<file path="config.mk">
export PLATFORM = sky130hd
export DESIGN_NAME = msi_capability_registers
export DESIGN_NICKNAME = d
export VERILOG_FILES = /design/src/msi_cap_pkg.sv /design/src/msi_capability_registers.sv
export SDC_FILE = /design/constraint.sdc
export NUM_CORES = 1
export LEC_CHECK = 0
export BUFFER_PORTS_ARGS = -buffer_cell sky130_fd_sc_hd__buf_2
export CAP_MARGIN = 40
export CORE_MARGIN = 3
export CORE_UTILIZATION = 35
export CTS_CLUSTER_DIAMETER = 100
export DETAILED_ROUTE_END_ITERATION = 12
export HOLD_SLACK_MARGIN = 0.12
export SETUP_SLACK_MARGIN = 0.05
export SLEW_MARGIN = 20
export SYNTH_ARGS = -nofsm -noshare
export SYNTH_HDL_FRONTEND = slang
export SYNTH_SLANG_ARGS = --single-unit
</file>
<file path="constraint.sdc">
create_clock -name clk -period 3.52 [get_ports clk]
set_clock_uncertainty 0.2 [all_clocks]
set_input_delay 0.704 -clock clk [delete_from_list [all_inputs] [get_ports clk]]
set_output_delay 0.704 -clock clk [all_outputs]
set_load 0.01 [all_outputs]
</file>
<file path="src/msi_cap_pkg.sv">
// Constants for the message signaled interrupt capability block.
// Assumes dword configuration accesses with byte enables.
package msi_cap_pkg;
    localparam logic [7:0]  OFS_CTRL       = 8'h72;
    localparam logic [7:0]  OFS_ADDR_LO    = 8'h74;
    localparam logic [7:0]  OFS_ADDR_HI    = 8'h78;
    localparam logic [7:0]  OFS_DATA       = 8'h7c;
    localparam logic [5:0]  DW_CTRL        = 6'h1c;
    localparam logic [5:0]  DW_ADDR_LO     = 6'h1d;
    localparam logic [5:0]  DW_ADDR_HI     = 6'h1e;
    localparam logic [5:0]  DW_DATA        = 6'h1f;
    localparam int          CTRL_EN_BIT    = 0;
    localparam int          CTRL_CAP_LSB   = 1;
    localparam int          CTRL_MM_LSB    = 4;
    localparam int          CTRL_WIDE_BIT  = 7;
    localparam logic [15:0] CTRL_RESET     = 16'h0080;
    localparam logic [2:0]  MESSAGES_CAPABLE_COUNT_VALUE   = 3'h0;
    localparam logic [2:0]  MM_MAX_LEGAL   = 3'h5;
    localparam logic [31:0] ADDR_LO_RESET  = 32'h0000_0000;
    localparam logic [31:0] ADDR_LO_MASK   = 32'hffff_fffc;
    localparam logic [31:0] ADDR_HI_RESET  = 32'h0000_0000;
    localparam logic [15:0] DATA_RESET     = 16'h0000;
    localparam int          PEND_W         = 4;
endpackage : msi_cap_pkg

</file>
<file path="src/msi_capability_registers.sv">
// Message signaled interrupt capability: control, address, data registers
// and the memory write request that carries each interrupt upstream.
// Assumes config reads and writes are one-cycle strobes and the upstream
// sender holds off with msg_ready.
// Behaviour
// - Control bits 15:8 read zero, writes ignored
// - Wide address capable bit fixed at one
// - Three-bit messages allowed field is writable
// - Messages capable field reads constant zero
// - Messages launched only while enable is one
// - Address low bits 1:0 read zero
// - Zero upper address selects 32-bit write
// - Interrupt is a write to programmed address
// - Payload is the programmed data value
// - Vector number bits never altered by hardware
`timescale 1ns/1ps
module msi_capability_registers #(
    parameter int PEND_W = msi_cap_pkg::PEND_W
) (
    input  wire logic        clk,
    input  wire logic        rst_n,
    input  wire logic        cfg_wr,
    input  wire logic        cfg_rd,
    input  wire logic [5:0]  cfg_dw,
    input  wire logic [3:0]  cfg_be,
    input  wire logic [31:0] cfg_wdata,
    output logic      [31:0] cfg_rdata,
    output logic             cfg_rd_done,
    input  wire logic        irq_event,
    output logic             msg_valid,
    input  wire logic        msg_ready,
    output logic      [63:0] msg_addr,
    output logic             msg_wide,
    output logic      [15:0] msg_data,
    output logic             event_dropped
);
    logic              enable_r;
    logic [2:0]        messages_allowed_count_r;
    logic [31:0]       addr_lo_r;
    logic [31:0]       addr_hi_r;
    logic [15:0]       data_r;
    logic [15:0]       ctrl_view;
    logic [31:0]       rd_nxt;
    logic [PEND_W-1:0] pend_r;
    logic              take;
    logic              launch;
    logic              pend_full;

    always_comb begin
        ctrl_view = 16'h0000;
        ctrl_view[msi_cap_pkg::CTRL_WIDE_BIT] = 1'b1;
        ctrl_view[msi_cap_pkg::CTRL_MM_LSB +: 3] =
            messages_allowed_count_r;
        ctrl_view[msi_cap_pkg::CTRL_CAP_LSB +: 3] =
            msi_cap_pkg::MESSAGES_CAPABLE_COUNT_VALUE;
        ctrl_view[msi_cap_pkg::CTRL_EN_BIT] = enable_r;
    end

    // Control: only low byte (lane 2) is writable
    always_ff @(posedge clk or negedge rst_n) begin
        if (!rst_n) begin
            enable_r <= msi_cap_pkg::CTRL_RESET[msi_cap_pkg::CTRL_EN_BIT];
            messages_allowed_count_r <=
                msi_cap_pkg::CTRL_RESET[msi_cap_pkg::CTRL_MM_LSB +: 3];
        end else if (cfg_wr && cfg_dw == msi_cap_pkg::DW_CTRL
                     && cfg_be[2]) begin
            enable_r <= cfg_wdata[16 + msi_cap_pkg::CTRL_EN_BIT];
            messages_allowed_count_r <=
                cfg_wdata[16 + msi_cap_pkg::CTRL_MM_LSB +: 3];
        end
    end

    // Address and data registers with byte lanes
    always_ff @(posedge clk or negedge rst_n) begin
        if (!rst_n) begin
            addr_lo_r <= msi_cap_pkg::ADDR_LO_RESET;
            addr_hi_r <= msi_cap_pkg::ADDR_HI_RESET;
            data_r    <= msi_cap_pkg::DATA_RESET;
        end else if (cfg_wr) begin
            for (int i = 0; i < 4; i++) begin
                if (cfg_be[i]) begin
                    if (cfg_dw == msi_cap_pkg::DW_ADDR_LO) begin
                        addr_lo_r[8*i +: 8] <= cfg_wdata[8*i +: 8]
                            & msi_cap_pkg::ADDR_LO_MASK[8*i +: 8];
                    end else if (cfg_dw == msi_cap_pkg::DW_ADDR_HI) begin
                        addr_hi_r[8*i +: 8] <= cfg_wdata[8*i +: 8];
                    end else if (cfg_dw == msi_cap_pkg::DW_DATA
                                 && i < 2) begin
                        data_r[8*i +: 8] <= cfg_wdata[8*i +: 8];
                    end
                end
            end
        end
    end

    // Read path; unmapped dwords read zero
    always_comb begin
        if (cfg_dw == msi_cap_pkg::DW_CTRL) begin
            rd_nxt = {ctrl_view, 16'h0000};
        end else if (cfg_dw == msi_cap_pkg::DW_ADDR_LO) begin
            rd_nxt = addr_lo_r & msi_cap_pkg::ADDR_LO_MASK;
        end else if (cfg_dw == msi_cap_pkg::DW_ADDR_HI) begin
            rd_nxt = addr_hi_r;
        end else if (cfg_dw == msi_cap_pkg::DW_DATA) begin
            rd_nxt = {16'h0000, data_r};
        end else begin
            rd_nxt = 32'h0000_0000;
        end
    end

    always_ff @(posedge clk or negedge rst_n) begin
        if (!rst_n) begin
            cfg_rdata   <= 32'h0000_0000;
            cfg_rd_done <= 1'b0;
        end else begin
            cfg_rd_done <= cfg_rd;
            if (cfg_rd) begin
                cfg_rdata <= rd_nxt;
            end
        end
    end

    // Pending events; cleared when disabled so nothing is replayed
    assign take      = msg_valid && msg_ready;
    assign launch    = enable_r && (pend_r != '0) && (!msg_valid || take);
    assign pend_full = &pend_r;

    always_ff @(posedge clk or negedge rst_n) begin
        if (!rst_n) begin
            pend_r        <= '0;
            event_dropped <= 1'b0;
        end else begin
            event_dropped <= irq_event && (!enable_r || pend_full);
            if (!enable_r) begin
                pend_r <= '0;
            end else if (irq_event && !pend_full && !launch) begin
                pend_r <= pend_r + PEND_W'(1);
            end else if (launch && !(irq_event && !pend_full)) begin
                pend_r <= pend_r - PEND_W'(1);
            end
        end
    end

    always_ff @(posedge clk or negedge rst_n) begin
        if (!rst_n) begin
            msg_valid <= 1'b0;
            msg_addr  <= 64'h0000_0000_0000_0000;
            msg_wide  <= 1'b0;
            msg_data  <= 16'h0000;
        end else if (launch) begin
            msg_valid <= 1'b1;
            msg_wide  <= (addr_hi_r != 32'h0000_0000);
            msg_addr  <= {addr_hi_r,
                          addr_lo_r & msi_cap_pkg::ADDR_LO_MASK};
            msg_data  <= data_r;
        end else if (take) begin
            msg_valid <= 1'b0;
        end
    end

    // Checks
    a_ctrl_high_zero: assert property (@(posedge clk)
        disable iff (!rst_n)
        cfg_rd && cfg_dw == msi_cap_pkg::DW_CTRL |=>
        cfg_rdata[31:24] == 8'h00 && cfg_rdata[23] == 1'b1 && cfg_rd_done)
        else $error("control upper byte or wide bit wrong");
    a_wide_bit_one: assert property (@(posedge clk)
        disable iff (!rst_n)
        ctrl_view[msi_cap_pkg::CTRL_WIDE_BIT])
        else $error("wide capable bit not one");
    a_mm_written: assert property (@(posedge clk)
        disable iff (!rst_n)
        cfg_wr && cfg_dw == msi_cap_pkg::DW_CTRL && cfg_be[2] |=>
        messages_allowed_count_r == $past(cfg_wdata[22:20]))
        else $error("allowed count not stored");
    a_cap_zero: assert property (@(posedge clk)
        disable iff (!rst_n)
        cfg_rd && cfg_dw == msi_cap_pkg::DW_CTRL |=>
        cfg_rdata[19:17] == 3'h0)
        else $error("capable count not zero");
    a_no_send_off: assert property (@(posedge clk)
        disable iff (!rst_n)
        !enable_r |=> !$rose(msg_valid))
        else $error("message launched while disabled");
    a_enable_written: assert property (@(posedge clk)
        disable iff (!rst_n)
        cfg_wr && cfg_dw == msi_cap_pkg::DW_CTRL && cfg_be[2] |=>
        enable_r == $past(cfg_wdata[16]))
        else $error("enable bit not stored");
    a_addr_low_zero: assert property (@(posedge clk)
        disable iff (!rst_n)
        addr_lo_r[1:0] == 2'b00 && msg_addr[1:0] == 2'b00)
        else $error("address low bits not zero");
    a_wide_select: assert property (@(posedge clk)
        disable iff (!rst_n)
        $rose(msg_valid) |-> msg_wide == (msg_addr[63:32] != 32'h0000_0000))
        else $error("address width select wrong");
    a_addr_match: assert property (@(posedge clk)
        disable iff (!rst_n)
        launch |=> msg_addr == {$past(addr_hi_r), $past(addr_lo_r)})
        else $error("message address mismatch");
    a_data_match: assert property (@(posedge clk)
        disable iff (!rst_n)
        launch |=> msg_data == $past(data_r))
        else $error("payload differs from programmed data");
    // Event counted at the first edge, launched at the next one
    a_one_per_event: assert property (@(posedge clk)
        disable iff (!rst_n)
        enable_r && irq_event && pend_r == '0 && !msg_valid
        ##1 enable_r && !irq_event |=> msg_valid && pend_r == '0)
        else $error("event not sent exactly once");
    a_drop_when_off: assert property (@(posedge clk)
        disable iff (!rst_n)
        irq_event && !enable_r |=> event_dropped)
        else $error("disabled event not reported as dropped");
    a_pend_cleared: assert property (@(posedge clk)
        disable iff (!rst_n)
        !enable_r |=> pend_r == '0)
        else $error("pending events kept while disabled");
    a_valid_holds: assert property (@(posedge clk)
        disable iff (!rst_n)
        msg_valid && !msg_ready |=> msg_valid && $stable(msg_addr))
        else $error("message dropped before accepted");

    c_send_32: cover property (@(posedge clk) disable iff (!rst_n)
        take && !msg_wide);
    c_send_64: cover property (@(posedge clk) disable iff (!rst_n)
        take && msg_wide);
    c_drop_off: cover property (@(posedge clk) disable iff (!rst_n)
        irq_event && !enable_r);
    c_back_to_back: cover property (@(posedge clk) disable iff (!rst_n)
        take ##1 take);
endmodule : msi_capability_registers

</file>
==> impl_metrics.toml, run 1 <==
[yosys]
synth.top_cell.area_share_pct = 60.3
ys_async_sr_fraction_pct = 100
ys_types = 39
netlist_area_mm2 = 0.00830
synth.area.top_cells = "dfrtp_1, mux2_2, a22oi_1"
synth.avg_cell_area_um2 = 14.1
synth-edff-count = 0
synth_flop_cell = "dfrtp_1"
ys_seq_elements = 200
yosysSeqAreaShare_pct = 60.3
syn_inst = 589
synth-warning-count = 0
synth_top_area_cell = "dfrtp_1"

[drt]
num_vias = 5245
firstDrtPassIters = 4
routedWlPerCell_um = 19.5
drtAntennaViolNets = 0
routed_wl_um = 21100
post-route-drc-count = 0
via_per_inst = 4.86
first_iter_violations = 346

[grt]
grt_pass1_wl_um = 33200
track_usage_pct = 16.9
grt_max_degree = 101
grt_pass1_vias = 5522
overflow = 0
antenna_found_initial = 3

[floorplanning]
fp-row-count = 55
die-width_um = 160
ioPinCount = 164
core_area_mm2 = 0.0230
dieArea_mm2 = 0.0256
initial_core_util_pct = 36.1
dieHeight_um = 160

[clock_tree]
clockBufferDepth = 2
cts_tree = "done"
clk_latency_ns = 0.43
cts.sinks = 200
h-tree-depth = 4
cts-root-buf = "clkbuf_16"
postCtsSetupBuffers = 0
cts_buffers = 17
clk_pin_slew_ns = 0.07

[critical_path]
slowest_delay_ns = 0.52
cp.required_ns = 3.63
crit_path_end = "pend_r[3]"
critPathCaptureType = "flip-flop"
cp.depth = 8
critPathTopFamily = "compound AO/OA/AOI/OAI gates"
r2r_end = "pend_r[3]"
cp.buffers_inverters = 0
cp-start-kind = "flip-flop"
cp_max_fo = 5
startpoint = "pend_r[0]"
crit_chain = "o41a_1 > nand2_4 > nand3_1 > ha_1 > nand3_1 > a22oi_1 > mux2_2 > o311ai_0"
critPathMostFrequentCell = "nand3_1"
critPathSlowestCell = "o41a_1"
worst_r2r_startpoint = "pend_r[0]"
critPathArrivalTime_ns = 2.68
r2r_cells = 8
path_class = "flip-flop to flip-flop"
rrSetupSlack_ns = 0.95

[timing]
tns_ns = 0
setup_viol = 0
period_minus_slack_ns = 2.57
maxSlewViolCount = 0
fmax_mhz = 389
hold_viol = 0
max-slew-margin-rel_pct = 45.2
fin_crit_sh_pct = 73.0
rsz0062_at_grt = "false"
tightest_slew_ns = 0.821

[power_and_ir_drop]
p_switching_mw = 1.23
switching_share_pct = 25.4
p_per_area_mw_per_mm2 = 481
seq_power_share_pct = 52.0
ir_drop_mv = 0.229
p_leak_nw = 5.22
total_power_mw = 4.84
pwr-share-clk_pct = 39.5
p_comb_share_pct = 8.4
internal_power_mw = 3.61

[placement]
hpwl_um = 15000
place_area_mm2 = 0.00944
portBuffers = 161
routabilityCongestion = 0.772

[finish]
area_growth_pct = 21.1
final_net_count = 804
drive_gt1_share_pct = 51.2
fin_util_pct = 43.7
fillers = 2189
design_area_mm2 = 0.0101

[worst_hold_path]
hp-class = "flip-flop to flip-flop"

[run_status]
run_status = "completed"

[run]
maxCapViolCount = 0
## flip-flops by register name, summed over array words and instances, names as in the netlist
name	cells
messages_allowed_count_r	3
data_r	16
msg_addr	62
addr_lo_r	30
event_dropped	1
addr_hi_r	32
msg_data	16
cfg_rdata	32
msg_valid	1
enable_r	1
msg_wide	1
pend_r	4
cfg_rd_done	1
## area by class of cell
class / instances / area [µm²] / share of cell area (%)
Clock buffer: 19 / 433 / 4.31
Multi-Input combinational cell: 334 / 3020 / 30.0
Tap cell: 313 / 392 / 3.90
Clock inverter: 13 / 138 / 1.37
Timing Repair Buffer: 173 / 965 / 9.60
Inverter: 27 / 101 / 1.01
Sequential cell: 200 / 5000 / 49.8
Antenna cell: 1 / 2.50 / 0.0249
## metal layers
metal / global-route usage (%) / share of wire [%]
met2: 26.1 / 46
met3: 5.73 / 6.3
met4: 4.42 / 1.4
met1: 22.8 / 46
met5: 0 / 0.071
## cells by family after synthesis
family / after synthesis / synth area share, %
other: 1 / 0.0452
AOI/OAI and AO/OA: 70 / 5.58
buffers and inverters: 56 / 3.53
DFF: 200 / 60.3
xor gates and xnor gates: 2 / 0.211
and+or+nand+nor: 73 / 4.58
adders and majority gates: 3 / 0.543
muxes: 184 / 25.2
## synth_stat cells, types with 6 or more instances
cell type and number:
dfrtp_1 200, mux2_2 169, inv_1 27, a22oi_1 26
o22ai_1 20, nand2_1 17, nor2_1 17, a21oi_1 16
clkbuf_1 9, buf_6 8, mux2_4 8, nor2_2 8
nor4_1 8, mux2i_1 7, buf_2 6
## layout by cell type (no fill, tap or decap), types with 2 or more instances in the layout
cell	instances
dfrtp_1	200
mux2_2	169
buf_2	160
inv_1	27
a22oi_1	26
o22ai_1	20
nor2_1	17
clkbuf_16	17
nand2_1	16
a21oi_1	16
nor2_2	8
mux2_4	8
nor4_1	8
mux2i_1	7
buf_4	7
nand4_1	4
and2_1	4
inv_6	4
buf_12	3
nand2b_1	2
nand3_1	2
nand2_2	2
o21ai_0	2
o2111ai_1	2
xnor2_1	2
nor3_1	2
nand3b_1	2
ha_1	2
conb_1	2
clkinv_2	2
clkinvlp_4	2
inv_8	2
clkbuf_1	2
## power by group through the flow
stage	registers [mW]	clock network [mW]	logic [mW]
2_1_floorplan	2.54	0	0.211
5_1_grt	2.54	2.06	0.452
6_report	2.52	1.91	0.408
4_1_cts	2.52	1.97	0.411
3_3_place_gp	2.56	0	0.404
3_5_place_dp	2.56	0	0.409
## repair_timing
| action | CTS | global route |
|---|---|---|
| endpoints found under the hold margin | 0 | 30 |
| resized for setup | 0 | 0 |
| hold buffers | 0 | 1 |
## how the worst min path moves through the flow
| stage | from | to | cells after the start |
|---|---|---|---|
| after detailed placement | msg_addr[21] | msg_addr[21] | 1 |
| after global routing | cfg_wdata[0] | data_r[0] | 2 |
| final | msg_data[14] | msg_data[14] | 1 |
| after floorplan | rst_n | addr_hi_r[0] | 0 |
| after global placement | msg_addr[45] | msg_addr[45] | 1 |
| after CTS | rst_n | msg_data[0] | 1 |
## through the flow
step                hold WS, ns  cells  setup WS [ns]
finish                    0.301   1080          0.949
global route              0.286   1080          0.741
CTS                       0.194   1077          0.929
detailed placement        0.287   1045          0.827
global placement          0.282   1045          0.871
floorplan                 0.208    590          0.823
## worst register-to-register path, delay by kind of cell (launching register included)
family                   cells  cell delay [ns]
flip-flops                   1             0.42
adder cells (fa/ha/maj)      1             0.36
AO/OA/AOI/OAI                3             0.78
AND/OR/NAND/NOR              3             0.35
multiplexers                 1             0.35
No activity file was read; power rests on OpenSTA's default activity.
==> run 2: changes to the inputs <==
- clock period: 3.52 -> 2.6 ns (I/O delays scaled with it)
==> run 2 against run 1 <==
Effect of this change: flip-flop and latch count unchanged; via count increased by 2.5%; critical path depth did not move; global-route usage down 0.073 points; final area up 2.2%; critical path type unchanged; total power grew 37%; die area is the same; cell count increased by 2.0%; hold slack worse by 0.16 ns.
==> impl_metrics.toml, run 2 (synthesis gave the netlist of run 1 again) <==
[run_status]
run_status = "completed"

[power_and_ir_drop]
pwr-share-clk_pct = 39.8
internal_power_mw = 4.92
p_per_area_mw_per_mm2 = 644
ir_drop_mv = 0.392
seq_power_share_pct = 51.5
p_comb_share_pct = 8.7
p_leak_nw = 5.34
switching_share_pct = 25.6
p_switching_mw = 1.69

[timing]
fmax_mhz = 409
tns_ns = 0
setup_viol = 0
hold_viol = 0
maxSlewViolCount = 0
tightest_slew_ns = 0.677
fin_crit_sh_pct = 94.0
rsz0062_at_grt = "false"
max-slew-margin-rel_pct = 54.5
period_minus_slack_ns = 2.45

[drt]
via_per_inst = 4.88
num_vias = 5374
firstDrtPassIters = 4
routed_wl_um = 21100
first_iter_violations = 216
post-route-drc-count = 0
drtAntennaViolNets = 0
routedWlPerCell_um = 19.1

[run]
maxCapViolCount = 0

[grt]
overflow = 0
grt_pass1_vias = 5618
grt_pass1_wl_um = 33300
track_usage_pct = 16.8
grt_max_degree = 83
antenna_found_initial = 1

[clock_tree]
cts_tree = "done"
h-tree-depth = 4
clk_pin_slew_ns = 0.08
cts-root-buf = "clkbuf_16"
clk_latency_ns = 0.44
cts_buffers = 17
clockBufferDepth = 2
cts.sinks = 200

[critical_path]
critPathCaptureType = "flip-flop"
path_class = "flip-flop to flip-flop"
critPathSlowestCell = "o41a_1"
cp_max_fo = 4
crit_chain = "o41a_1 > nand2_4 > nand3_4 > ha_4 > nand3_2 > a22oi_1 > mux2_2 > o311ai_1"
critPathArrivalTime_ns = 2.59
cp-start-kind = "flip-flop"
cp.buffers_inverters = 0
slowest_delay_ns = 0.50
cp.required_ns = 2.74
critPathTopFamily = "compound AO/OA/AOI/OAI gates"

[finish]
antenna_cells = 0
seq_area_mm2 = 0.00500
layout_commonest_cell = "dfrtp_1"
final_net_count = 827
fillers = 2174
largest_reg_flops = 62
multiInputGateArea_mm2 = 0.00306
drive_gt1_share_pct = 52.5
final_cell_mix = "dfrtp_1, mux2_2, buf_2, inv_1, a22oi_1"
largest_register = "msg_addr"
fin_util_pct = 44.7
area_growth_pct = 23.8
largestRegisters = "msg_addr: 62 flops, addr_hi_r: 32 flops, cfg_rdata: 32 flops"

[worst_hold_path]
hp-class = "input pin to flip-flop"

[floorplanning]
ioPinCount = 164
core_area_mm2 = 0.0230
die-width_um = 160
fp-row-count = 55
dieHeight_um = 160
initial_core_util_pct = 36.1
dieArea_mm2 = 0.0256

[placement]
routabilityCongestion = 0.773
portBuffers = 161
hpwl_um = 14900
run 2: changes by cell type in the layout (fill, tap and decap cells not counted), sizes merged:
cell / previous run / this run
buf: 171 / 189
clkinvlp: 2 / 1
dlygate4sd3: 1 / 6
clkinv: 4 / 5
diode: 1 / 0
run 2: power by group through the flow:
stage          Sequential [mW]  Clock [mW]  Combinational [mW]
2_1_floorplan             3.44           0               0.291
3_3_place_gp              3.47           0               0.564
3_5_place_dp              3.47           0               0.572
4_1_cts                   3.41        2.70               0.583
5_1_grt                   3.43        2.83               0.634
6_report                  3.41        2.64               0.573
run 2: final cells by class:
cell class | instances | share of cell area (%)
flip-flops and latches | 200 | 48.7
clock buffers | 19 | 4.31
multi-input cells | 334 | 29.7
inverters | 27 | 0.986
well taps | 313 | 3.81
clock inverters | 13 | 1.32
repair buffers | 196 | 11.1
run 2: worst reg2reg max path: cells and delay by family (launching register included):
| family | cells | cell delay [ns] |
|---|---|---|
| compound gates | 3 | 0.77 |
| fa+ha+maj | 1 | 0.31 |
| flops | 1 | 0.42 |
| mux | 1 | 0.35 |
| simple gates | 3 | 0.30 |
run 2: per-layer routing:
layer,vias up,GRT usage (%),routed length [µm]
met5,-,0,13
met2,124,26.8,9810
li1,2492,-,-
met3,16,4.80,1190
met1,2740,22.7,9860
met4,2,4.26,194
run 2: metrics by stage:
step	cell area, µm²	power (mW)	setup slack, ns	hold WS (ns)	instances
3_3_place_gp	9620	4.03	0.191	0.283	1062
2_1_floorplan	8350	3.73	0.000508	0.0244	590
6_report	10300	6.61	0.155	0.137	1102
5_1_grt	10300	6.89	0.0700	0.121	1102
4_1_cts	10300	6.69	0.0874	0.124	1100
3_5_place_dp	9620	4.04	0.108	0.287	1062
run 2: timing repair:
item                       4_1_cts  5_1_grt
setup endpoints to repair        0        1
hold buffers                     6        0
gates resized for setup          0        0
setup buffers                    0        2
hold endpoints to repair        59        0
run 2: path summary, 6_finish.rpt:
kind	startpoint	depth (start not counted)	slack [ns]	end
max in group asynchronous	rst_n	3	1.11	addr_lo_r[28]
min in group asynchronous	rst_n	2	0.43	msg_data[0]
setup / recovery	pend_r[0]	8	0.15	pend_r[3]
hold reg to reg	msg_addr[8]	1	0.30	msg_addr[8]
hold / removal	cfg_wdata[17]	2	0.14	addr_hi_r[17]
setup reg to reg	pend_r[0]	8	0.15	pend_r[3]
==> run 3: changes to the inputs <==
- ABC_CLOCK_PERIOD_IN_PS: not set -> 2200
- clock period: 2.6 -> 2.2 ns (I/O delays scaled with it)
==> run 3 against run 2 <==
Effect of this change: combinational power up 35%; the run now ends with setup timing left; first-iteration DRC count up 18%; cell count up 4.6%; via count up 4.2%; highest routed layer is now met4; maximum frequency up 5.6%; non-clock buffer count up 51; utilization up 3.7 points; die area unchanged; sequential share of layout area down 3.8 points; final area up 8.4%; hold slack better by 0.057 ns.
==> impl_metrics.toml, run 3 (synthesis gave the netlist of run 1 again) <==
[run_status]
run_status = "finished with violations"
violations = "setup timing"

[finish]
final_net_count = 878
fillers = 2076
drive_gt1_share_pct = 52.5
antenna_cells = 0
multiInputGateArea_mm2 = 0.00321
design_area_mm2 = 0.0111
largest_reg_flops = 62
largestRegisters = "msg_addr: 62 flops, addr_hi_r: 32 flops, cfg_rdata: 32 flops"
final_cell_mix = "dfrtp_1, buf_2, mux2_2, mux2_4, dlygate4sd3_1"
area_growth_pct = 34.2
seq_area_mm2 = 0.00500
largest_register = "msg_addr"
layout_commonest_cell = "dfrtp_1"

[worst_hold_path]
worstHoldStart = "cfg_rd"
hp-class = "input pin to flip-flop"
hold_depth = 2

[floorplanning]
dieHeight_um = 160
core_area_mm2 = 0.0230
ioPinCount = 164
dieArea_mm2 = 0.0256
die-width_um = 160
initial_core_util_pct = 36.1
fp-row-count = 55

[clock_tree]
clockBufferDepth = 2
clk_pin_slew_ns = 0.07
cts-root-buf = "clkbuf_16"
h-tree-depth = 4
clk_latency_ns = 0.42
cts_tree = "done"
cts.sinks = 200
cts_buffers = 17

[critical_path]
critPathArrivalTime_ns = 2.44
critPathCaptureType = "flip-flop"
worst_r2r_startpoint = "pend_r[2]"
cp_max_fo = 3
r2r_cells = 8
cp.required_ns = 2.32
cp-start-kind = "flip-flop"
path_class = "flip-flop to flip-flop"
startpoint = "pend_r[2]"

[grt]
antenna_found_initial = 0
grt_max_degree = 81
grt_pass1_wl_um = 34900
track_usage_pct = 17.6
overflow = 0
grt_pass1_vias = 5972

[timing]
maxSlewViolCount = 0
fin_ws_ns = -0.116
fin_crit_sh_pct = 105
fmax_mhz = 432
setup_viol = 1
rsz0062_at_grt = "true"
hold_viol = 0
period_minus_slack_ns = 2.32
hold_slack_ns = 0.194
tns_ns = -0.116

[drt]
drtAntennaViolNets = 0
via_per_inst = 4.86
num_vias = 5600
routedWlPerCell_um = 19.7
firstDrtPassIters = 5
first_iter_violations = 255
routed_wl_um = 22700
post-route-drc-count = 0

[placement]
place_area_mm2 = 0.00987
portBuffers = 161
routabilityCongestion = 0.752
hpwl_um = 15100

[run]
maxCapViolCount = 0

[power_and_ir_drop]
p_per_area_mw_per_mm2 = 719
p_leak_nw = 5.77
ir_drop_mv = 0.425
total_power_mw = 8.01
==> run 3: changes by cell type in the layout (fill, tap and decap cells not counted), moves of 3 or more <==
| cell | before | now |
|---|---|---|
| dlygate4sd3_1 | 6 | 35 |
| mux2_2 | 169 | 141 |
| mux2_4 | 8 | 36 |
| buf_12 | 4 | 14 |
| buf_4 | 25 | 30 |
| inv_6 | 4 | 0 |
| buf_16 | 0 | 3 |
==> run 3: repair_timing <==
action                                  4_1_cts  5_1_grt
gates resized for setup                      34       10
gates cloned                                  2        3
buffers inserted                              1        1
hold buffers                                 35        0
endpoints found under the setup margin       72       40
pin swaps                                     5        5
endpoints found under the hold margin       267        0
==> run 3: final cells by class <==
cell class / instances / share of cell area, %
Inverter: 27 / 0.910
Multi-Input combinational cell: 334 / 28.8
Sequential cell: 200 / 44.9
Clock inverter: 11 / 1.34
Clock buffer: 21 / 4.04
Timing Repair Buffer: 247 / 16.4
Tap cell: 313 / 3.52
==> run 3: metal layers <==
metal  vias up  global-route usage [%]  wire length (µm)
li1       2591                       -                 -
met1      2874                    24.1             10800
met2       119                    28.3             10700
met3        16                    4.44              1030
met4         0                    3.98               196
met5         -                       0                 0
==> run 3: path summary, 6_finish.rpt <==
check	endpoint	slack, ns
setup / recovery	pend_r[3]	-0.12
hold / removal	cfg_rd_done	0.19
setup reg to reg	pend_r[3]	-0.12
hold reg to reg	msg_data[11]	0.30
max in group asynchronous	cfg_rdata[11]	0.81
min in group asynchronous	msg_data[1]	0.26
==> run 3: report_power, final <==
| group | total (mW) | internal (mW) | switching [mW] |
|---|---|---|---|
| clock network | 3.21 | 1.82 | 1.39 |
| registers | 4.03 | 3.86 | 0.163 |
| logic | 0.772 | 0.399 | 0.373 |
==> run 3: metrics by stage <==
step                      worst slack [ns]  instances  util, %
after floorplan                     -0.399        590        -
after global placement             -0.0750       1079     43.0
after detailed placement            -0.139       1079     43.0
after CTS                          -0.0984       1149     47.9
after global routing                -0.166       1153     48.4
final                               -0.116       1153     48.4
==> run 3: worst max-delay path, stage by stage, from the launching register on <==
cell      delay, ns
dfrtp_1        0.40
o41a_1         0.49
nand2_4        0.10
nand3_4        0.09
ha_4           0.31
a21oi_4        0.06
a22oi_2        0.17
mux2_4         0.32
o311ai_2       0.07
